**config.mk**
```make
export PLATFORM = sky130hd
export DESIGN_NAME = fep_core
export DESIGN_NICKNAME = d
export VERILOG_FILES = /design/src/hdl/fep_pkg.sv /design/src/hdl/fep_core.sv
export SDC_FILE = /design/constraint.sdc
export NUM_CORES = 1
export LEC_CHECK = 0
export BUFFER_PORTS_ARGS = -buffer_cell sky130_fd_sc_hd__buf_2
export CAP_MARGIN = 20
export CORE_MARGIN = 3
export CORE_UTILIZATION = 45
export DETAILED_ROUTE_END_ITERATION = 10
export GPL_ROUTABILITY_DRIVEN = 1
export PLACE_DENSITY_LB_ADDON = 0.25
export SLEW_MARGIN = 15
export SYNTH_ARGS = -nofsm -noshare
export SYNTH_HDL_FRONTEND = slang
export SYNTH_SLANG_ARGS = --single-unit
```
**constraint.sdc**
```tcl
create_clock -name clock -period 4.4 [get_ports clock]
set_clock_uncertainty 0.1 [all_clocks]
set_input_delay 0.66 -clock clock [delete_from_list [all_inputs] [get_ports clock]]
set_output_delay 0.66 -clock clock [all_outputs]
set_load 0.02 [all_outputs]
```
**src/hdl/fep_pkg.sv**
```systemverilog
// constants, types and symbol tables of the fast ethernet phy core
// What this block does
// - transmit order: 4b5b encode, serialize, scramble, nrzi, mlt3
// - each mac nibble becomes a serial bit stream before line coding
// - scrambled stream goes to nrzi, then drives the line as mlt3
// - receive bit clock is recovered from edges of the incoming nrzi signal
// - received nrz goes through descrambler, 4b5b decoder, then to nibbles
// - scrambling and descrambling only happen at 100 mb/s
// - 10 mb/s receive splits manchester into clock and data once squelch passes
// - 10 mb/s receive clock keeps running between frames
// - 10 mb/s sends a short sqe pulse on collision after each frame that ends outside jabber
// - 10 mb/s transmit enable high over 20 ms disables transmitter, collision high
// - transmit enable low over 250 ms re-enables transmitter, collision low
// - all timing derives from the single reference clock input
// - both partners advertise, compare, and use the best common mode
// - mode ranking: 100 full, 100 half, 10 full, 10 half
// - partner without negotiation: speed comes from signalling seen at the receiver, half duplex
// - negotiation enabled by strap pin or control enable bit, strap default on
// - negotiation starts from the strap pin after reset, software may change it later
// - negotiation off: speed and duplex come from control bits
package fep_pkg;
  localparam int CLK_MHZ      = 100;
  localparam int JABBER_MS    = 20;
  localparam int UNJAB_MS     = 250;
  localparam int SQE_DLY_NS   = 1000;
  localparam int SQE_LEN_NS   = 1000;
  localparam int JAB_CYC      = JABBER_MS * 1000 * CLK_MHZ;
  localparam int UNJAB_CYC    = UNJAB_MS * 1000 * CLK_MHZ;
  localparam int SQE_DLY_CYC  = SQE_DLY_NS * CLK_MHZ / 1000;
  localparam int SQE_LEN_CYC  = SQE_LEN_NS * CLK_MHZ / 1000;
  localparam int BIT100_CYC   = 4;
  localparam int BIT10_CYC    = 10;
  localparam int DSC_LOCK     = 30;
  localparam logic DEF_SPEED100 = 1'b1;
  localparam logic DEF_FULL     = 1'b0;
  localparam logic DEF_AN_EN    = 1'b1;
  // ability bit positions
  localparam int AB_100F = 3;
  localparam int AB_100H = 2;
  localparam int AB_10F  = 1;
  // line symbols
  localparam logic [4:0] SYM_I = 5'h1f;
  localparam logic [4:0] SYM_J = 5'h18;
  localparam logic [4:0] SYM_K = 5'h11;
  localparam logic [4:0] SYM_T = 5'h0d;
  localparam logic [4:0] SYM_R = 5'h07;
  localparam logic [3:0] NIB_PRE = 4'h5;
  localparam logic [4:0] ENC [16] = '{5'h1e, 5'h09, 5'h14, 5'h15, 5'h0a, 5'h0b, 5'h0e, 5'h0f,
                                      5'h12, 5'h13, 5'h16, 5'h17, 5'h1a, 5'h1b, 5'h1c, 5'h1d};
  typedef enum logic [3:0] {
    TX_IDLE = 4'b0001,
    TX_K    = 4'b0010,
    TX_DATA = 4'b0100,
    TX_R    = 4'b1000
  } fep_tx_t;
endpackage : fep_pkg

```
**src/hdl/fep_core.sv**
```systemverilog
// fast ethernet phy digital core: 100 and 10 mb/s coding, jabber, mode resolution
module fep_core #(
  parameter int BIT_CYC     = fep_pkg::BIT100_CYC,
  parameter int TEN_BIT_CYC = fep_pkg::BIT10_CYC,
  parameter int JAB_CYC     = fep_pkg::JAB_CYC,
  parameter int UNJAB_CYC   = fep_pkg::UNJAB_CYC
) (
  // clock and reset
  input  wire logic       clock,
  input  wire logic       rst,
  // mac transmit
  input  wire logic       mac_tx_en,
  input  wire logic [3:0] mac_txd,
  output logic            tx_nib_stb,
  // line side
  output logic [1:0]      mlt3_level,
  output logic            ten_tx_data,
  output logic            ten_tx_en,
  input  wire logic       line_rx,
  input  wire logic       squelch_ok,
  // mac receive
  output logic            rx_nib_stb,
  output logic            rx_dv,
  output logic [3:0]      rxd,
  output logic            rx_er,
  output logic            crs,
  output logic            col,
  // mode control
  input  wire logic       autoneg_strap_pin,
  input  wire logic       sw_ctl_wr,
  input  wire logic       sw_an_en,
  input  wire logic       sw_speed100,
  input  wire logic       sw_full_duplex,
  input  wire logic [3:0] local_abil,
  input  wire logic [3:0] partner_abil,
  input  wire logic       partner_valid,
  input  wire logic       pd_100_seen,
  input  wire logic       pd_10_seen,
  // resolved mode
  output logic            an_enabled,
  output logic            speed100,
  output logic            full_duplex,
  output logic            mode_ok
);
  if (BIT_CYC < 4 || TEN_BIT_CYC < 8 || TEN_BIT_CYC > 255 || UNJAB_CYC >= 2**25 || JAB_CYC >= 2**25) begin : g_chk
    $error("fep_core: parameter out of range");
  end

  typedef struct packed {
    logic            strap_s1, strap_s2, rx_s1, rx_s2, sq_s1, sq_s2;
    logic [1:0]      strap_age;
    logic            an_en, sw_speed, sw_dup, speed100, full_dup, mode_ok;
    logic [7:0]      tx_div;
    logic [2:0]      tx_bc;
    logic [4:0]      tx_sh;
    fep_pkg::fep_tx_t tx_st;
    logic [10:0]     scr;
    logic            nrzi;
    logic [1:0]      mlt_idx, mlt3;
    logic            tx_nib_stb, ten_active, ten_data, ten_en, tx_en_d;
    logic            jab;
    logic [24:0]     jab_cnt;
    logic [7:0]      sqe_cnt;
    logic            col;
    logic            rx_prev, rx_nrzi;
    logic [7:0]      rx_ph;
    logic [10:0]     dsc;
    logic            dsc_lock;
    logic [5:0]      dsc_cnt;
    logic [9:0]      rx_sh;
    logic            rx_al;
    logic [2:0]      rx_bc;
    logic [3:0]      rxd;
    logic            rx_dv, rx_er, crs, rx_nib_stb;
  } fep_st_t;

  fep_st_t s;
  fep_st_t n;
  logic [7:0] lim;
  logic       tick, cur, key, scr_bit, edge_s, samp, nrz, dkey, plain, bit10, dec_ok;
  logic [3:0] common, dec_nib;
  logic [4:0] sym;

  // next-state logic for the whole core
  always_comb begin
    n = s;
    dec_ok = 1'b0;
    dec_nib = 4'h0;
    sym = 5'h0;
    common = local_abil & partner_abil;
    // pin synchronisers
    n.strap_s1 = autoneg_strap_pin;
    n.strap_s2 = s.strap_s1;
    n.rx_s1 = line_rx;
    n.rx_s2 = s.rx_s1;
    n.sq_s1 = squelch_ok;
    n.sq_s2 = s.sq_s1;
    lim = s.speed100 ? BIT_CYC[7:0] : TEN_BIT_CYC[7:0];

    // strap capture once settled, then software writes
    if (s.strap_age != 2'h3) begin
      n.strap_age = s.strap_age + 2'h1;
      if (s.strap_age == 2'h2) n.an_en = s.strap_s2;
    end
    if (sw_ctl_wr) begin
      n.an_en = sw_an_en;
      n.sw_speed = sw_speed100;
      n.sw_dup = sw_full_duplex;
    end

    // mode resolution
    if (!s.an_en) begin
      n.speed100 = s.sw_speed;
      n.full_dup = s.sw_dup;
      n.mode_ok = 1'b1;
    end else if (partner_valid) begin
      n.mode_ok = |common;
      n.speed100 = common[fep_pkg::AB_100F] | common[fep_pkg::AB_100H];
      n.full_dup = common[fep_pkg::AB_100F] | (~common[fep_pkg::AB_100H] & common[fep_pkg::AB_10F]);
    end else if (pd_100_seen || pd_10_seen) begin
      n.mode_ok = 1'b1;
      n.speed100 = pd_100_seen;
      n.full_dup = 1'b0;
    end

    // transmit bit timing from the local reference
    tick = s.tx_div >= lim - 8'h1;
    n.tx_div = tick ? 8'h0 : s.tx_div + 8'h1;
    cur = s.speed100 ? s.tx_sh[4] : s.tx_sh[0];
    key = s.scr[10] ^ s.scr[8];
    scr_bit = cur ^ key;
    n.tx_nib_stb = 1'b0;
    if (tick) begin
      n.tx_nib_stb = s.tx_bc == (s.speed100 ? 3'h4 : 3'h3);
      n.tx_bc = n.tx_nib_stb ? 3'h0 : s.tx_bc + 3'h1;
      n.tx_sh = s.speed100 ? {s.tx_sh[3:0], 1'b0} : {1'b0, s.tx_sh[4:1]};
      if (s.speed100) begin
        n.scr = {s.scr[9:0], key};
        n.nrzi = s.nrzi ^ scr_bit;
        if (n.nrzi != s.nrzi) n.mlt_idx = s.mlt_idx + 2'h1;
        n.mlt3 = n.mlt_idx == 2'h1 ? 2'h1 : (n.mlt_idx == 2'h3 ? 2'h3 : 2'h0);
      end else begin
        n.ten_data = cur & s.ten_active;
      end
    end

    // symbol load at each nibble boundary
    if (s.tx_nib_stb) begin
      n.tx_en_d = mac_tx_en;
      if (s.speed100) begin
        n.ten_active = 1'b0;
        unique case (s.tx_st)
          fep_pkg::TX_IDLE: begin
            n.tx_sh = mac_tx_en ? fep_pkg::SYM_J : fep_pkg::SYM_I;
            if (mac_tx_en) n.tx_st = fep_pkg::TX_K;
          end
          fep_pkg::TX_K: begin
            n.tx_sh = fep_pkg::SYM_K;
            n.tx_st = fep_pkg::TX_DATA;
          end
          fep_pkg::TX_DATA: begin
            n.tx_sh = mac_tx_en ? fep_pkg::ENC[mac_txd] : fep_pkg::SYM_T;
            if (!mac_tx_en) n.tx_st = fep_pkg::TX_R;
          end
          fep_pkg::TX_R: begin
            n.tx_sh = fep_pkg::SYM_R;
            n.tx_st = fep_pkg::TX_IDLE;
          end
          default: n.tx_st = fep_pkg::TX_IDLE;
        endcase
      end else begin
        n.tx_st = fep_pkg::TX_IDLE;
        n.tx_sh = {1'b0, mac_txd};
        n.ten_active = mac_tx_en;
        if (s.tx_en_d && !mac_tx_en && !s.jab) n.sqe_cnt = 8'(fep_pkg::SQE_DLY_CYC + fep_pkg::SQE_LEN_CYC);
      end
    end
    if (s.sqe_cnt != 8'h0) n.sqe_cnt = s.sqe_cnt - 8'h1;

    // jabber watchdog on the 10 mb/s transmitter
    if (s.speed100) begin
      n.jab = 1'b0;
      n.jab_cnt = 25'h0;
    end else if (!s.jab) begin
      n.jab_cnt = mac_tx_en ? s.jab_cnt + 25'h1 : 25'h0;
      if (mac_tx_en && s.jab_cnt == 25'(JAB_CYC)) begin
        n.jab = 1'b1;
        n.jab_cnt = 25'h0;
      end
    end else begin
      n.jab_cnt = mac_tx_en ? 25'h0 : s.jab_cnt + 25'h1;
      if (!mac_tx_en && s.jab_cnt == 25'(UNJAB_CYC)) begin
        n.jab = 1'b0;
        n.jab_cnt = 25'h0;
      end
    end
    n.ten_en = s.ten_active & ~n.jab & ~s.speed100;
    n.col = s.jab | (s.sqe_cnt != 8'h0 && s.sqe_cnt <= 8'(fep_pkg::SQE_LEN_CYC))
          | (~s.full_dup & mac_tx_en & s.crs);

    // receive bit recovery from line edges
    edge_s = s.rx_s2 ^ s.rx_prev;
    n.rx_prev = s.rx_s2;
    if (s.speed100 && edge_s) n.rx_ph = 8'h0;
    else if (!s.speed100 && edge_s && s.rx_ph > (lim >> 2) && s.rx_ph < lim - (lim >> 2)) n.rx_ph = lim >> 1;
    else n.rx_ph = s.rx_ph >= lim - 8'h1 ? 8'h0 : s.rx_ph + 8'h1;
    samp = s.speed100 ? s.rx_ph == (lim >> 1) : s.rx_ph == (lim >> 2) && s.sq_s2;
    nrz = s.rx_s2 ^ s.rx_nrzi;
    dkey = s.dsc[10] ^ s.dsc[8];
    plain = nrz ^ dkey;
    bit10 = ~s.rx_s2;
    n.rx_nib_stb = 1'b0;
    if (s.speed100 && samp) begin
      n.rx_nrzi = s.rx_s2;
      if (!s.dsc_lock) begin
        n.dsc = {s.dsc[9:0], ~nrz};
        n.dsc_cnt = (~nrz == dkey) ? s.dsc_cnt + 6'h1 : 6'h0;
        n.dsc_lock = s.dsc_cnt == 6'(fep_pkg::DSC_LOCK);
      end else begin
        n.dsc = {s.dsc[9:0], dkey};
      end
      n.rx_sh = {s.rx_sh[8:0], plain};
      if (!s.rx_al) begin
        if (s.dsc_lock && n.rx_sh == {fep_pkg::SYM_J, fep_pkg::SYM_K}) begin
          n.rx_al = 1'b1;
          n.rx_bc = 3'h0;
          n.crs = 1'b1;
          n.rx_dv = 1'b1;
          n.rxd = fep_pkg::NIB_PRE;
          n.rx_er = 1'b0;
          n.rx_nib_stb = 1'b1;
        end
      end else if (s.rx_bc != 3'h4) begin
        n.rx_bc = s.rx_bc + 3'h1;
      end else begin
        n.rx_bc = 3'h0;
        sym = n.rx_sh[4:0];
        for (int i = 0; i < 16; i++) begin
          if (fep_pkg::ENC[i] == sym) begin
            dec_ok = 1'b1;
            dec_nib = 4'(i);
          end
        end
        if (sym == fep_pkg::SYM_T || sym == fep_pkg::SYM_I) begin
          n.rx_al = 1'b0;
          n.rx_dv = 1'b0;
          n.crs = 1'b0;
        end else begin
          n.rxd = dec_nib;
          n.rx_er = ~dec_ok;
          n.rx_nib_stb = 1'b1;
        end
      end
    end else if (!s.speed100) begin
      if (!s.sq_s2) begin
        n.crs = 1'b0;
        n.rx_dv = 1'b0;
      end else if (samp) begin
        n.crs = 1'b1;
        n.rx_sh = {s.rx_sh[8:0], bit10};
        if (!s.rx_dv) begin
          n.rx_dv = s.rx_sh[0] & bit10;
          n.rx_bc = 3'h0;
        end else if (s.rx_bc != 3'h3) begin
          n.rx_bc = s.rx_bc + 3'h1;
        end else begin
          n.rx_bc = 3'h0;
          n.rxd = {bit10, s.rx_sh[0], s.rx_sh[1], s.rx_sh[2]};
          n.rx_er = 1'b0;
          n.rx_nib_stb = 1'b1;
        end
      end
    end
    // receive clock keeps ticking from the reference while no frame is present
    if (!s.rx_dv && !n.rx_dv) n.rx_nib_stb = n.tx_nib_stb;
  end

  // state register
  always_ff @(posedge clock) begin
    if (rst) begin
      s <= '0;
      s.an_en <= fep_pkg::DEF_AN_EN;
      s.sw_speed <= fep_pkg::DEF_SPEED100;
      s.sw_dup <= fep_pkg::DEF_FULL;
      s.speed100 <= fep_pkg::DEF_SPEED100;
      s.full_dup <= fep_pkg::DEF_FULL;
      s.tx_st <= fep_pkg::TX_IDLE;
      s.tx_sh <= fep_pkg::SYM_I;
      s.scr <= 11'h7ff;
    end else begin
      s <= n;
    end
  end

  // outputs
  assign tx_nib_stb  = s.tx_nib_stb;
  assign mlt3_level  = s.mlt3;
  assign ten_tx_data = s.ten_data;
  assign ten_tx_en   = s.ten_en;
  assign rx_nib_stb  = s.rx_nib_stb;
  assign rx_dv       = s.rx_dv;
  assign rxd         = s.rxd;
  assign rx_er       = s.rx_er;
  assign crs         = s.crs;
  assign col         = s.col;
  assign an_enabled  = s.an_en;
  assign speed100    = s.speed100;
  assign full_duplex = s.full_dup;
  assign mode_ok     = s.mode_ok;

  // checks
  property p_no_scr_10;
    @(posedge clock) disable iff (rst) !s.speed100 |=> $stable(s.scr);
  endproperty
  a_no_scr_10: assert property (p_no_scr_10) else $error("scrambler moved at 10 mb/s");
  property p_nrzi;
    @(posedge clock) disable iff (rst) (s.speed100 && tick && scr_bit) |=> s.nrzi != $past(s.nrzi);
  endproperty
  a_nrzi: assert property (p_nrzi) else $error("nrzi missed a transition");
  property p_jab_col;
    @(posedge clock) disable iff (rst) s.jab |-> ##1 col;
  endproperty
  a_jab_col: assert property (p_jab_col) else $error("collision low in jabber");
  property p_unjab;
    @(posedge clock) disable iff (rst) $fell(s.jab) && !s.speed100 |-> !$past(mac_tx_en, 2);
  endproperty
  a_unjab: assert property (p_unjab) else $error("jabber left while enable high");
  property p_sqe;
    @(posedge clock) disable iff (rst)
      (s.tx_nib_stb && !s.speed100 && s.tx_en_d && !mac_tx_en && !s.jab) |-> ##[100:250] col;
  endproperty
  a_sqe: assert property (p_sqe) else $error("no sqe pulse after frame");
  property p_sw_an;
    @(posedge clock) disable iff (rst) sw_ctl_wr |=> an_enabled == $past(sw_an_en);
  endproperty
  a_sw_an: assert property (p_sw_an) else $error("enable write lost");
  property p_forced;
    @(posedge clock) disable iff (rst) !s.an_en |=> speed100 == $past(s.sw_speed) && full_duplex == $past(s.sw_dup);
  endproperty
  a_forced: assert property (p_forced) else $error("forced mode not applied");
  property p_best;
    @(posedge clock) disable iff (rst) (s.an_en && partner_valid && common[3]) |=> speed100 && full_duplex;
  endproperty
  a_best: assert property (p_best) else $error("best common mode not chosen");
  property p_pd;
    @(posedge clock) disable iff (rst) (s.an_en && !partner_valid && pd_100_seen) |=> speed100 && !full_duplex;
  endproperty
  a_pd: assert property (p_pd) else $error("parallel detect ignored");
endmodule : fep_core

```
## Word-level counts from Yosys, hierarchy flattened

Memory sizes are Yosys's and may differ from the RTL's.
Cells that the tools add are included.

| operators by class | value |
|---|---|
| eq/ne operators | 48 |
| $add $sub $neg | 11 |
| multiplexer cells | 111 |
| bitwise logic cells | 28 |
| reductions and logical operators | 43 |
| magnitude comparators | 6 |

Operators with widths:

| cell | number |
|---|---|
| 26-bit 2-to-1 mux | 4 |
| 4-bit 2-to-1 mux | 20 |
| 5-bit == test, first input constant | 11 |
| 9-bit 2-to-1 mux | 6 |
| 25-bit 2-to-1 mux | 2 |
| 1-bit 2-to-1 mux | 42 |
| 8-bit 2-to-1 mux | 5 |
| 11-bit 2-to-1 mux | 3 |
| 3-bit 2-to-1 mux | 10 |
| 7-bit 2-to-1 mux | 4 |
| 25-bit by 1-bit adder with 25-bit output, second input constant | 1 |
| 25-bit by 21-bit == test with 1-bit output, second input constant | 1 |
| 25-bit == test, second input constant | 1 |
| 4-bit by 5-bit == test with 1-bit output, first input constant | 5 |
| 5-bit 2-to-1 mux | 5 |
| 12-bit 2-to-1 mux | 2 |
| 5-bit one-hot mux with 4 select lines | 1 |
| 8-bit by 1-bit adder with 8-bit output, second input constant | 2 |
| 8-bit >= comparator | 2 |
| 3-bit != test, second input constant | 5 |
| 2-bit nonzero test | 7 |
| 1-bit logical AND | 13 |
| 3-bit by 2-bit != test with 1-bit output, second input constant | 4 |
| 4-bit one-hot mux with 3 select lines | 1 |
| 46 further kinds | 90 |

| storage, ports and cells | value |
|---|---|
| register bits | 139 |
| bits of input ports | 25 |
| logic and storage cells | 293 |
| output and inout bits | 18 |
| memories | 1 |
| ROM bits | 80 |

Memory list:

| memory | words | bits a word | read ports | clocked after memory_dff | wr ports | RTL line | source |
|---|---|---|---|---|---|---|---|
| (no name shown) | 16 | 5 | 1 | 0 | 0 | fep_core.sv:162 | `n.tx_sh = mac_tx_en ? fep_pkg::ENC[mac_txd] : fep_pkg::SYM_T;` |

## Logic depth before layout (Yosys ltp)

| depth | value |
|---|---|
| depth in word-level cells | 30 |
| mapped depth | 10 |
| mapped depth without buffers | 8 |

## Worst setup path before layout

OpenSTA, ideal clock, no wires.

| timing | value |
|---|---|
| path type | reg-to-reg |
| start point | register, netlist name speed100 |
| end point | register s, in the netlist rxd[2] |
| data required time | 4.170 ns |
| setup time | 0.130 ns |
| arrival | 3.050 ns |
| buffers on the path | 2 |
| slack | 1.120 ns |
| cell stages (with the launch flop) | 11 |
| cells stage by stage | dfxtp_1 -> clkbuf_1 -> inv_1 -> ha_1 -> or4bb_1 -> or3_1 -> clkbuf_1 -> nand2_1 -> nand2b_1 -> a211oi_1 -> a211oi_2 |

| on the way | value |
|---|---|
| longest elaborated chain between the ends | 7 |
| elaborated cells on any way between the ends | 16 |

Ends and longest elaborated chain:

| item | RTL line | source |
|---|---|---|
| 4-bit 2-to-1 mux | fep_core.sv:98 | `lim = s.speed100 ? BIT_CYC[7:0] : TEN_BIT_CYC[7:0];` |
| 8-bit by 2-bit == test with 1-bit output | fep_core.sv:207 | `samp = s.speed100 ? s.rx_ph == (lim >> 1) : s.rx_ph == (lim >> 2) && s.sq_s2;` |
| 1-bit logical AND | fep_core.sv:207 |  |
| 1-bit 2-to-1 mux | fep_core.sv:207 |  |
| 1-bit logical AND | fep_core.sv:213 | `if (s.speed100 && samp) begin` |
| 3-bit != test (no line), or another cell as far along | n/a |  |
| 8-bit AND reduction (no line) | n/a |  |
| end signal: assignment | fep_core.sv:291 | `s <= n;` |
| end: declaration | fep_core.sv:77 | `fep_st_t s;` |

Parallel ways exist; a longest one is shown, timed or not.
A chain may end at the register's enable or synchronous reset.

## Worst setup path after layout

| timing | value |
|---|---|
| start point | register, netlist name speed100 |
| end point | register s, in the netlist rx_er |

| on the way | value |
|---|---|
| longest elaborated chain between the ends | 7 |
| elaborated cells on any way between the ends | 16 |

Ends and longest elaborated chain:

| item | RTL line |
|---|---|
| 4-bit 2-to-1 mux | fep_core.sv:98 |
| 8-bit by 2-bit == test with 1-bit output | fep_core.sv:207 |
| 1-bit logical AND | fep_core.sv:207 |
| 1-bit 2-to-1 mux | fep_core.sv:207 |
| 1-bit logical AND | fep_core.sv:213 |
| 3-bit != test (no line), or another cell as far along | n/a |
| 8-bit AND reduction (no line) | n/a |

Parallel ways exist; a longest one is shown, timed or not.

==> impl_metrics.py <==
metrics = {
    "synthesis": {
        "avgSynthCellArea_um2": 8.35,
        "synth-async-reset-ratio": 0,
        "synth_edf_count": 0,
        "ys_types": 72,
        "synthFlopType": "dfxtp_1",
        "ys_seq_elements": 137,
        "yosys_warnings": 0,
        "syn_area_um2": 6540,
        "yosysSeqAreaShare": 0.420,
        "synth_cells": 783,
    },
    "cts": {
        "cts_setup_buffers": 0,
        "worstSkewPairLatency_ns": 0.42,
        "clockBufferDepth": 2,
        "cts_tree": "yes",
        "cts_hold_buf": 0,
        "htreeDepth": 4,
        "cts_root_buf": "clkbuf_16",
        "clkTransAtPathRegs_ns": 0.06,
        "cts_buffers": 17,
        "postCtsResizedCells": 0,
        "cts.sinks": 137,
    },
    "finish": {
        "antenna_cells": 0,
        "layout_common_cells": "dfxtp_1 (137), nor2_1 (102), nand2_1 (97)",
        "final_net_count": 860,
        "layout_commonest_cell": "dfxtp_1",
        "areaGrowthSynthToFinish_pct": 14.3,
        "final_layout_size_suffix_gt1_frac": 0.122,
        "fillers": 1295,
        "layout.cells.non_filler": 1008,
    },
    "pwr": {
        "power.leakage_nw": 2.87,
        "switchingPower_w": 0.000846,
        "swShare": 0.256,
        "clock_power_share": 0.450,
        "seq_power_share": 0.417,
        "p_int_w": 0.00246,
        "power_density_nw_per_um2": 442,
        "comb_power_share": 0.134,
        "ir_worst_vdd_mv": 0.263,
    },
    "timing": {
        "finalWorstSetupSlack_ns": 1.42,
        "drv_slew": 0,
        "worstMarginPinSlew_ns": 0.811,
        "fmaxAchievable_ghz": 0.335,
        "post-route-period-util": 0.678,
        "tns_ns": 0,
        "rsz0062_at_grt": "false",
        "setup_viol": 0,
        "relSlewSlack": 0.458,
        "fin_crit_ns": 2.98,
        "final-hold-violation-count": 0,
    },
    "grt": {
        "grt_max_degree": 37,
        "antenna_found_initial": 0,
        "grt_pass1_vias": 5190,
        "gr-total-overflow": 0,
        "groute.usage.overall": 0.172,
        "grt_pass1_wl_um": 23000,
    },
    "floorplan": {
        "fp.dieH_um": 127,
        "core_um2": 14000,
        "top_level_ports": 43,
        "rows": 43,
        "die_x_um": 127,
        "die_area_um2": 16000,
        "initial_utilization": 0.465,
    },
    "critical_path": {
        "r2r-start": "speed100",
        "cpPeakStageDelay_ns": 0.51,
        "crit_family": "simple AND/OR/NAND/NOR gates",
        "ff2ff_path_depth": 8,
        "crit_top_cell": "nor2_1",
        "crit_type": "register to register",
        "path_cells": "inv_1 -> ha_1 -> or4bb_1 -> nor3_1 -> nor2_1 -> nor2_1 -> nand2_1 -> o41ai_1",
        "r2r_slack_ns": 1.42,
        "cp_num_buf_inv": 1,
        "reg2reg_to": "rx_er",
        "slowest_stage": "or4bb_1",
        "cp-end-kind": "register",
        "crit_path_max_fanout": 11,
        "cp.arrival_ns": 3.19,
        "crit_required_ns": 4.61,
        "crit_path_start_kind": "register",
    },
    "hold_path": {
        "hp-class": "register to register",
        "hold_end": "n[49]",
        "holdCritStartpoint": "n[136]",
        "hold_depth": 1,
    },
    "placement": {
        "hpwlAfterDp_um": 9440,
        "pre_cts_ws_ns": 1.46,
        "gp_congestion": 0.862,
        "port_buffers": 42,
        "dp_cells": 975,
    },
    "routing": {
        "wirelength_um": 13500,
        "vias_per_cell": 5.47,
        "routedWlPerCell_um": 13.4,
        "vias": 5512,
        "dr.first_iter.drc_count": 307,
        "route.detailed.drc": 0,
        "first_pass_iters": 5,
        "antenna_left": 0,
    },
    "job": {
        "cap_violations": 0,
    },
    "status": {
        "status": "finished clean",
    },
}
worst register-to-register path, delay by kind of cell, from the launching register on:
| kind | cells | cell delay [ns] |
|---|---|---|
| AND/OR/NAND/NOR | 5 | 1.54 |
| buffers and inverters | 1 | 0.25 |
| flip-flops | 1 | 0.31 |
| AO/OA/AOI/OAI | 1 | 0.34 |
| adder cells (fa/ha/maj) | 1 | 0.35 |
registers in the layout, indices dropped and copies added (netlist names):
signal	flops
rx_er	1
rx_dv	1
s	116
mlt3_level	1
n	4
full_duplex	1
rxd	4
rx_nib_stb	1
tx_nib_stb	1
an_enabled	1
ten_tx_en	1
mode_ok	1
col	1
ten_tx_data	1
crs	1
speed100	1
per-layer routing:
layer	part of all wire	track usage
met2	0.46	0.280
met4	0.019	0.0694
met1	0.48	0.214
met5	0	0
met3	0.042	0.0497
cells in the mapped netlist (7+ instances only):
master    number  area share
a211o_1        7      0.0094
a211oi_1       8      0.0092
a21oi_1       63       0.048
and3_1         9      0.0086
clkbuf_1      25       0.014
dfxtp_1      137        0.42
ha_1          20       0.038
inv_1         28       0.016
mux2i_1        8       0.012
nand2_1       97       0.056
nand2b_1       9      0.0086
nand3_1       21       0.016
nand3b_1      13       0.015
nand4_1       13       0.012
nor2_1       102       0.059
nor2b_1       21       0.020
nor3_1        18       0.014
nor4_1         7      0.0067
o21ai_0       27       0.021
xnor2_1       14       0.019
xor2_1        36       0.048
power by group through the flow:
stage                     registers (W)  logic (W)  clock network [W]
after global routing            0.00139   0.000500            0.00158
after CTS                       0.00138   0.000445            0.00152
after floorplan                 0.00140   0.000342                  0
after detailed placement        0.00140   0.000442                  0
final                           0.00138   0.000441            0.00149
after global placement          0.00140   0.000421                  0
kinds of logic (layout without fill, tap and decap cells):
family	Yosys count	in the layout	synth area share
and+or+nand+nor	343	343	0.260
xor gates and xnor gates	50	50	0.0670
buffers and inverters	68	108	0.0450
muxes	11	11	0.0174
adders and majority gates	20	20	0.0383
DFF	137	137	0.420
AOI/OAI and AO/OA	153	153	0.153
other	1	6	0.000574
through the flow:
stage               hold WS, ns   util  instance area, um^2  power, W
finish                    0.337  0.532                 7470   0.00330
global route              0.342  0.532                 7470   0.00346
CTS                       0.330  0.532                 7470   0.00334
detailed placement        0.328  0.487                 6840   0.00184
global placement          0.323  0.487                 6840   0.00182
floorplan                 0.314      -                 6560   0.00174
layout make-up:
type / instances / area (um^2) / area share
well taps: 180 / 225 / 0.0301
clock inverters: 14 / 198 / 0.0265
clock buffers: 18 / 429 / 0.0574
repair buffers: 48 / 253 / 0.0338
flip-flops and latches: 137 / 2740 / 0.367
inverters: 28 / 105 / 0.0141
multi-input cells: 583 / 3520 / 0.471
worst max path at each step:
| stage | from | cells after the start | slack, ns | endpoint |
|---|---|---|---|---|
| finish | speed100 | 8 | 1.42 | rx_er |
| CTS | speed100 | 8 | 1.45 | rxd[2] |
| global route | speed100 | 8 | 1.15 | rx_er |
| detailed placement | speed100 | 8 | 1.46 | rxd[2] |
| global placement | speed100 | 8 | 1.62 | rx_nib_stb |
| floorplan | speed100 | 10 | 1.12 | rxd[2] |
Power figures use the tool's default switching activity.
